===== src/verilog/cit_regs.svh =====
// Cycle figures and reset values for the instruction cycle timing block
`ifndef CIT_REGS_SVH
`define CIT_REGS_SVH

// Base occupancy figures, in core clock cycles
`define CIT_CYC_ONE 4'h1
`define CIT_CYC_MEM 4'h2
`define CIT_CYC_BRANCH 4'h3
`define CIT_CYC_LONG 4'h4
`define CIT_CYC_MULTI_BASE 4'h1
`define CIT_CYC_POP_PC_BASE 4'h4

// Position of the LR / PC element in the transfer list
`define CIT_LIST_EXTRA_BIT 8
`define CIT_LIST_W 9

// Reset values
`define CIT_RST_REMAIN 4'h0
`define CIT_RST_COUNT 16'h0000

`endif

===== src/verilog/cit_pkg.sv =====
// Types shared by the instruction cycle timing block
`default_nettype none

package cit_pkg;

	// Instruction classes, grouped by how long they occupy the core
	typedef enum logic [4:0] {
		CIT_ALU,
		CIT_SHIFT_IMM,
		CIT_SHIFT_REG,
		CIT_ROTATE_REG,
		CIT_ADDR_SP,
		CIT_ADDR_PC,
		CIT_EXTEND,
		CIT_REVERSE,
		CIT_LOAD,
		CIT_STORE,
		CIT_LOAD_MULTI,
		CIT_STORE_MULTI,
		CIT_PUSH,
		CIT_POP,
		CIT_POP_PC,
		CIT_BRANCH_COND,
		CIT_BRANCH,
		CIT_BRANCH_LINK,
		CIT_BRANCH_TO_REG,
		CIT_WRITE_PC,
		CIT_SPECIAL_REG,
		CIT_SUPERVISOR_CALL
	} cit_class_t;

	// Sequencer states
	typedef enum logic {
		CIT_IDLE,
		CIT_BUSY
	} cit_state_t;

endpackage

`default_nettype wire


===== src/verilog/cit_count_if.sv =====
// Transfer list and element count between the sequencer and the list counter
`timescale 1ns/1ns
`default_nettype none

interface cit_count_if;
	logic [8:0] reg_list; // One bit per transferred element
	logic [3:0] elem_count; // Number of set bits in reg_list

	// Sequencer side
	modport source (
		output reg_list,
		input elem_count
	);

	// Counter side
	modport counter (
		input reg_list,
		output elem_count
	);
endinterface

`default_nettype wire


===== src/verilog/cit_cycle_timing.sv =====
// Instruction cycle timing sequencer of the core
//
// Behaviour
// - Immediate shifts take one cycle.
// - Register-amount shifts take one cycle.
// - Register rotate right takes one cycle.
// - Address from stack pointer: one cycle.
// - Address from program counter: one cycle.
// - Every single load takes two cycles.
// - Every single store takes two cycles.
// - Multiple load/store: one plus N cycles.
// - Push and plain pop: one plus N.
// - Branch to register takes three cycles.
// - Byte/halfword extension takes one cycle.
// - Every byte reversal takes one cycle.
// - N counts registers in the list.
// - Conditional branch: three taken, one not.
// - Pop with PC counts PC in N.
// - Supervisor call length set by configuration.
`timescale 1ns/1ns
`default_nettype none

`include "cit_regs.svh"

module cit_cycle_timing #(
	parameter int CYC_W = 5, // Width of cycle figures
	parameter int COUNT_W = 16 // Width of the retired-instruction counter
) (
	input wire logic clk,
	input wire logic sys_rst,
	input wire logic issue_valid,
	output logic issue_ready,
	input wire cit_pkg::cit_class_t issue_class,
	input wire logic [8:0] issue_reglist,
	input wire logic issue_cond_met,
	input wire logic [CYC_W-1:0] call_cycles,
	output logic busy,
	output logic retire,
	output cit_pkg::cit_class_t retire_class,
	output logic [CYC_W-1:0] retire_cycles,
	output logic [COUNT_W-1:0] retire_count
);
	import cit_pkg::*;

	////////////////////////////////////////////////////////////////////////////
	// Elaboration checks

	// Longest fixed figure is a pop with PC of a full list: 4 + 9 = 13
	if (CYC_W < 4) begin
		$error("CYC_W must be at least 4");
	end
	if (COUNT_W < 1) begin
		$error("COUNT_W must be at least 1");
	end

	////////////////////////////////////////////////////////////////////////////
	// Declarations

	cit_state_t state_reg, state_next; // Sequencer state
	logic [CYC_W-1:0] remain_reg, remain_next; // Cycles still to run
	cit_class_t pend_class_reg, pend_class_next; // Class in flight
	logic [CYC_W-1:0] pend_cycles_reg, pend_cycles_next; // Its full length
	logic retire_reg, retire_next; // One-cycle completion pulse
	cit_class_t retire_class_reg, retire_class_next; // Class just finished
	logic [CYC_W-1:0] retire_cycles_reg, retire_cycles_next; // Its length
	logic [COUNT_W-1:0] count_reg, count_next; // Retired instructions
	logic [CYC_W-1:0] issue_cycles; // Length of the offered instruction
	logic extra_counts; // LR or PC element belongs in N
	logic [3:0] elem_n; // Registers in the transfer list

	cit_count_if list_if ();

	////////////////////////////////////////////////////////////////////////////
	// Transfer-list counting

	// Bit 8 is LR for a push and PC for a pop-and-return; other
	// classes only carry low registers, so the bit is dropped there
	always_comb begin
		extra_counts = (issue_class == CIT_PUSH) || (issue_class == CIT_POP_PC);
	end

	// List handed to the counter
	assign list_if.reg_list = {issue_reglist[`CIT_LIST_EXTRA_BIT] & extra_counts, issue_reglist[7:0]};
	assign elem_n = list_if.elem_count;

	// Shared bit counter
	cit_list_counter u_list_counter (
		.cnt_if(list_if)
	);

	////////////////////////////////////////////////////////////////////////////
	// Cycle figure for one instruction

	// Widen a four-bit figure to the cycle width
	function automatic logic [CYC_W-1:0] widen(input logic [3:0] v);
		widen = CYC_W'(v);
	endfunction

	// Total occupancy; memory is taken as zero-wait with no contention
	function automatic logic [CYC_W-1:0] cycles_of(
		input cit_class_t cls,
		input logic [3:0] n,
		input logic cond,
		input logic [CYC_W-1:0] call_len
	);
		logic [CYC_W-1:0] c;
		c = widen(`CIT_CYC_ONE);
		case (cls)
			CIT_SHIFT_IMM: begin
				c = widen(`CIT_CYC_ONE);
			end
			CIT_SHIFT_REG: begin
				c = widen(`CIT_CYC_ONE);
			end
			CIT_ROTATE_REG: begin
				c = widen(`CIT_CYC_ONE);
			end
			CIT_ADDR_SP: begin
				c = widen(`CIT_CYC_ONE);
			end
			CIT_ADDR_PC: begin
				c = widen(`CIT_CYC_ONE);
			end
			CIT_EXTEND: begin
				c = widen(`CIT_CYC_ONE);
			end
			CIT_REVERSE: begin
				c = widen(`CIT_CYC_ONE);
			end
			CIT_LOAD: begin
				c = widen(`CIT_CYC_MEM);
			end
			CIT_STORE: begin
				c = widen(`CIT_CYC_MEM);
			end
			CIT_LOAD_MULTI, CIT_STORE_MULTI: begin
				c = widen(`CIT_CYC_MULTI_BASE) + widen(n);
			end
			CIT_PUSH, CIT_POP: begin
				c = widen(`CIT_CYC_MULTI_BASE) + widen(n);
			end
			CIT_POP_PC: begin
				c = widen(`CIT_CYC_POP_PC_BASE) + widen(n);
			end
			CIT_BRANCH_COND: begin
				// Untaken branch falls straight through
				c = cond ? widen(`CIT_CYC_BRANCH) : widen(`CIT_CYC_ONE);
			end
			CIT_BRANCH, CIT_WRITE_PC: begin
				c = widen(`CIT_CYC_BRANCH);
			end
			CIT_BRANCH_TO_REG: begin
				c = widen(`CIT_CYC_BRANCH);
			end
			CIT_BRANCH_LINK, CIT_SPECIAL_REG: begin
				c = widen(`CIT_CYC_LONG);
			end
			CIT_SUPERVISOR_CALL: begin
				// Zero would mean no slot at all, so it is raised to one
				c = (call_len == '0) ? widen(`CIT_CYC_ONE) : call_len;
			end
			default: begin
				c = widen(`CIT_CYC_ONE);
			end
		endcase
		cycles_of = c;
	endfunction

	// Figure for whatever is offered this cycle
	always_comb begin
		issue_cycles = cycles_of(issue_class, elem_n, issue_cond_met, call_cycles);
	end

	////////////////////////////////////////////////////////////////////////////
	// Sequencer next state

	// The issue cycle is the first cycle of the instruction; the
	// sequencer then holds the core for the remaining cycles
	always_comb begin
		state_next = state_reg;
		remain_next = remain_reg;
		pend_class_next = pend_class_reg;
		pend_cycles_next = pend_cycles_reg;
		retire_next = 1'b0;
		retire_class_next = retire_class_reg;
		retire_cycles_next = retire_cycles_reg;
		count_next = count_reg;
		case (state_reg)
			CIT_IDLE: begin
				if (issue_valid) begin
					if (issue_cycles == widen(`CIT_CYC_ONE)) begin
						// Single-cycle: done at the end of the issue cycle
						retire_next = 1'b1;
						retire_class_next = issue_class;
						retire_cycles_next = issue_cycles;
						count_next = count_reg + COUNT_W'(1);
					end else begin
						// Multi-cycle: hold the core for the rest
						state_next = CIT_BUSY;
						remain_next = issue_cycles - widen(`CIT_CYC_ONE);
						pend_class_next = issue_class;
						pend_cycles_next = issue_cycles;
					end
				end
			end
			CIT_BUSY: begin
				if (remain_reg == widen(`CIT_CYC_ONE)) begin
					// Last occupied cycle: release and report
					state_next = CIT_IDLE;
					remain_next = '0;
					retire_next = 1'b1;
					retire_class_next = pend_class_reg;
					retire_cycles_next = pend_cycles_reg;
					count_next = count_reg + COUNT_W'(1);
				end else begin
					// No wait states are ever inserted here
					remain_next = remain_reg - widen(`CIT_CYC_ONE);
				end
			end
			default: begin
				state_next = CIT_IDLE;
				remain_next = '0;
			end
		endcase
	end

	////////////////////////////////////////////////////////////////////////////
	// Sequencer registers

	// Synchronous reset; all state has a defined value
	always_ff @(posedge clk) begin
		if (sys_rst) begin
			state_reg <= CIT_IDLE;
			remain_reg <= widen(`CIT_RST_REMAIN);
			pend_class_reg <= CIT_ALU;
			pend_cycles_reg <= widen(`CIT_RST_REMAIN);
			retire_reg <= 1'b0;
			retire_class_reg <= CIT_ALU;
			retire_cycles_reg <= widen(`CIT_RST_REMAIN);
			count_reg <= COUNT_W'(`CIT_RST_COUNT);
		end else begin
			state_reg <= state_next;
			remain_reg <= remain_next;
			pend_class_reg <= pend_class_next;
			pend_cycles_reg <= pend_cycles_next;
			retire_reg <= retire_next;
			retire_class_reg <= retire_class_next;
			retire_cycles_reg <= retire_cycles_next;
			count_reg <= count_next;
		end
	end

	////////////////////////////////////////////////////////////////////////////
	// Outputs

	// Ready is combinational so back-to-back issue loses no cycle
	assign issue_ready = (state_reg == CIT_IDLE);
	assign busy = (state_reg == CIT_BUSY);
	assign retire = retire_reg;
	assign retire_class = retire_class_reg;
	assign retire_cycles = retire_cycles_reg;
	assign retire_count = count_reg;

endmodule

`default_nettype wire


===== src/verilog/cit_list_counter.sv =====
// Population count of a multiple-register transfer list
`timescale 1ns/1ns
`default_nettype none

`include "cit_regs.svh"

module cit_list_counter (
	cit_count_if.counter cnt_if
);
	import cit_pkg::*;

	////////////////////////////////////////////////////////////////////////////
	// Each set bit is one transferred register, so N is the bit count
	always_comb begin
		cnt_if.elem_count = 4'h0;
		for (int i = 0; i < `CIT_LIST_W; i++) begin
			cnt_if.elem_count = cnt_if.elem_count + {3'h0, cnt_if.reg_list[i]};
		end
	end

endmodule

`default_nettype wire


===== config.mk =====
export PLATFORM = sky130hd
export DESIGN_NAME = cit_cycle_timing
export DESIGN_NICKNAME = d
export VERILOG_FILES = /design/src/verilog/cit_pkg.sv /design/src/verilog/cit_count_if.sv /design/src/verilog/cit_cycle_timing.sv /design/src/verilog/cit_list_counter.sv
export VERILOG_INCLUDE_DIRS = /design/src /design/src/verilog
export SDC_FILE = /design/constraint.sdc
export NUM_CORES = 1
export LEC_CHECK = 0
export BUFFER_PORTS_ARGS = -buffer_cell sky130_fd_sc_hd__buf_4
export CORE_MARGIN = 2
export CORE_UTILIZATION = 40
export CTS_CLUSTER_SIZE = 25
export DETAILED_ROUTE_END_ITERATION = 10
export HOLD_SLACK_MARGIN = 0.08
export PLACE_DENSITY_LB_ADDON = 0.15
export SETUP_SLACK_MARGIN = 0.3
export SLEW_MARGIN = 20
export SYNTH_ARGS = -nofsm -noshare
export SYNTH_HDL_FRONTEND = slang
export SYNTH_HIERARCHICAL = 1
export SYNTH_SLANG_ARGS = --single-unit

===== constraint.sdc =====
create_clock -name clk -period 14.3 [get_ports clk]
set_clock_uncertainty 0.15 [all_clocks]
set_input_delay 0.715 -clock clk [delete_from_list [all_inputs] [get_ports clk]]
set_output_delay 0.715 -clock clk [all_outputs]
set_load 0.01 [all_outputs]

==> results.json <==
{
  "antenna_found_initial": 0,
  "clockBufferDepth": 2,
  "core_area_sq_um": 6310,
  "worstMarginPinSlew_ns": 0.922,
  "powerDensity_nw_per_um2": 126,
  "r2r-end": "retire_class[1]$_SDFFE_PP0P_",
  "hold_start": "retire_cycles[0]$_SDFFE_PP0P_",
  "period_needed_ns": 5.67,
  "synth-seq-cells": 43,
  "regToRegSetupSlack_ns": 11.46,
  "start_util_pct": 40.9,
  "r2r_cells": 5,
  "arrival_ns": 5.72,
  "power_switching_mw": 0.133,
  "ys_warn_count": 6,
  "post-route-period-util_pct": 39.6,
  "final_net_count": 382,
  "route.detailed.drc": 0,
  "switching_share_pct": 33.8,
  "grt_pass1_vias": 2187,
  "grt_pass1_wl_mm": 10.2,
  "crit_fanout": 16,
  "place_ws_ns": 8.33,
  "irDropWorstVdd_mv": 0.0779,
  "cts_hold_buf": 0,
  "setup_tns_ns": 0,
  "die_x_microns": 84.4,
  "startpoint_type": "input pin",
  "seq_area_frac_synth_pct": 33.3,
  "tritoncts": "built",
  "seqPwrFrac_pct": 37.6,
  "endpoint_kind": "flip-flop",
  "seqCellArea_sq_um": 861,
  "num-fill-cells": 626,
  "clk-insertion-delay-late_ns": 0.30,
  "slew_headroom_pct": 38.4,
  "startpoint": "issue_class[0]",
  "drtPass1Iterations": 4,
  "rows": 29,
  "avgSynthCellArea_sq_um": 8.58,
  "r2r-start": "busy$_SDFF_PP0_",
  "syn_to_final_growth_pct": 21.5,
  "timing.fmax_mhz": 176,
  "portBuffers": 51,
  "synth_edf_count": 0,
  "largest_register_ffs": 16,
  "antenna_cells": 0,
  "finalHoldViolations": 0,
  "post-dp-hpwl_mm": 4.35,
  "io_pins": 52,
  "drv_cap": 0,
  "synthDistinctLibCells": 52,
  "worstHoldEndpoint": "retire_cycles[0]$_SDFFE_PP0P_",
  "drt-vias-per-instance": 5.26,
  "setup_viol": 0,
  "status": "completed",
  "cts.htree.levels": 2,
  "cts_root_buf": "clkbuf_8",
  "synthTopCellsByArea": "dfxtp_1 33%, nor2_1 6.3%, xnor2_1 6.1%, mux2i_1 5.0%, ha_1 4.4%",
  "cts_buffers": 5,
  "dieArea_sq_um": 7110,
  "cts_setup_buffers": 0,
  "p_clk_share_pct": 28.3,
  "internal-power_mw": 0.261,
  "synth_largest_area_cell": "dfxtp_1",
  "synth_top_flop_cell": "dfxtp_1",
  "cts.clk_slew.worst_paths_ns": 0.08,
  "via_count": 2225,
  "synth.net_count": 338,
  "whs_path_depth": 2,
  "die_y_microns": 84.4,
  "synthCells": 301,
  "drt.antenna.violating_nets": 0,
  "drive_gt1_share_pct": 22.5,
  "syn_area_sq_um": 2580,
  "drt_iter0_markers": 105,
  "grt.total_usage_pct": 17.2,
  "grt_start_max_net_pins": 45,
  "wire_per_inst_microns": 14.1,
  "min_path_type": "reg2reg",
  "cts_repair_resize_count": 0,
  "synthArstFlopShare_pct": 0,
  "worstPathRequired_ns": 14.35,
  "rsz0062_at_grt": "no",
  "slew_violations": 0,
  "combPwrFrac_pct": 34.1,
  "place_congestion": 0.891,
  "routed_wl_mm": 5.96,
  "multi_input_area_sq_um": 1570,
  "grt-ovfl-total": 0,
  "critical_path_class": "in2reg",
  "synth_top_area_share_pct": 33.3,
  "setup_ws_ns": 8.63,
  "leakagePower_nw": 1.26,
  "cts.sinks": 43
}
## routing by layer
metal  share of wire [%]  up-vias  track usage [%]
met3                 4.0        5             3.54
met2                  48       42             28.9
met5                   0        -                0
met4                0.69        0             4.18
li1                    -     1133                -
met1                  48     1045             22.7
## logic make-up after synthesis
family	after synthesis	synth area share, %
mux	13	5.04
buf+inv	39	6.20
xor+xnor	20	6.78
flops	43	33.3
simple gates	121	25.2
fa+ha+maj	14	8.24
compound gates	51	15.2
## final cells by class
cell class,count,area share (%)
Timing Repair Buffer,52,12.4
Multi-Input combinational cell,219,50.0
Sequential cell,43,27.4
Clock inverter,2,1.91
Inverter,24,2.87
Clock buffer,6,2.31
Tap cell,77,3.07
## power by group through the flow
stage / Combinational (mW) / Clock [mW] / Sequential [mW]
4_1_cts: 0.135 / 0.115 / 0.148
6_report: 0.135 / 0.111 / 0.148
2_1_floorplan: 0.0978 / 0 / 0.149
3_3_place_gp: 0.133 / 0 / 0.151
5_1_grt: 0.153 / 0.118 / 0.150
3_5_place_dp: 0.135 / 0 / 0.151
## placed cells by master, fill, tap and decap left out, drive strengths merged, types with 2 or more instances in the layout
master,synthesis,routed
a211oi,9,9
a21oi,9,9
a221o,2,2
a221oi,3,3
a31oi,4,4
a32oi,4,4
and2,2,2
and3,5,5
buf,7,52
bufinv,0,2
clkbuf,8,6
dfxtp,43,43
fa,5,5
ha,9,9
inv,23,23
mux2i,13,13
nand2,26,26
nand2b,2,2
nand3,8,8
nand4,2,2
nor2,45,45
nor2b,4,4
nor3,8,8
nor3b,2,2
nor4,7,7
nor4b,4,4
o211ai,2,2
o21a,2,2
o21ai,7,7
or2,2,2
xnor2,18,18
xor2,2,2
## critical path: stages
cell and delay, ns:
buf_4 0.13, and4bb_1 0.32, and2_1 0.14, inv_1 0.05, fa_1 0.51, fa_1 0.43
fa_1 0.46, fa_1 0.40, xnor2_1 0.39, ha_1 0.32, a221o_1 0.43, o41a_4 0.61
nor2_2 0.48, nor2_1 0.09, a211oi_1 0.23
## cell usage after synthesis, types with 3 or more instances
cell type,number
a211oi_1,9
a21oi_1,9
a221oi_1,3
a31oi_1,4
a32oi_1,4
and3_1,5
buf_1,3
clkbuf_1,8
dfxtp_1,43
fa_1,5
ha_1,9
inv_1,23
mux2i_1,13
nand2_1,26
nand3_1,8
nor2_1,43
nor2b_1,3
nor3_1,8
nor4_1,3
nor4_2,4
nor4b_2,4
o21ai_0,7
xnor2_1,18
## metrics by stage
| stage | instance area [sq um] | total power, mW | instances | utilization [%] | hold WS [ns] |
|---|---|---|---|---|---|
| after CTS | 3140 | 0.397 | 423 | 49.7 | 0.309 |
| after detailed placement | 3010 | 0.285 | 415 | 47.6 | 0.298 |
| after global routing | 3140 | 0.421 | 423 | 49.7 | 0.334 |
| after global placement | 3010 | 0.283 | 415 | 47.6 | 0.299 |
| final | 3140 | 0.394 | 423 | 49.7 | 0.307 |
| after floorplan | 2580 | 0.246 | 301 | - | 0.310 |
## worst max-delay path by stage
stage,endpoint,slack [ns],cells after the start
3_3_place_gp,retire_cycles[3]$_SDFFE_PP0P_,8.42,15
3_5_place_dp,retire_class[1]$_SDFFE_PP0P_,8.33,15
5_1_grt,remain_reg[0]$_SDFFE_PP0P_,8.28,19
4_1_cts,retire_class[1]$_SDFFE_PP0P_,8.67,15
6_report,retire_class[1]$_SDFFE_PP0P_,8.63,15
2_1_floorplan,retire_cycles[2]$_SDFFE_PP0P_,8.89,14
(Power assumes the default switching activity.)
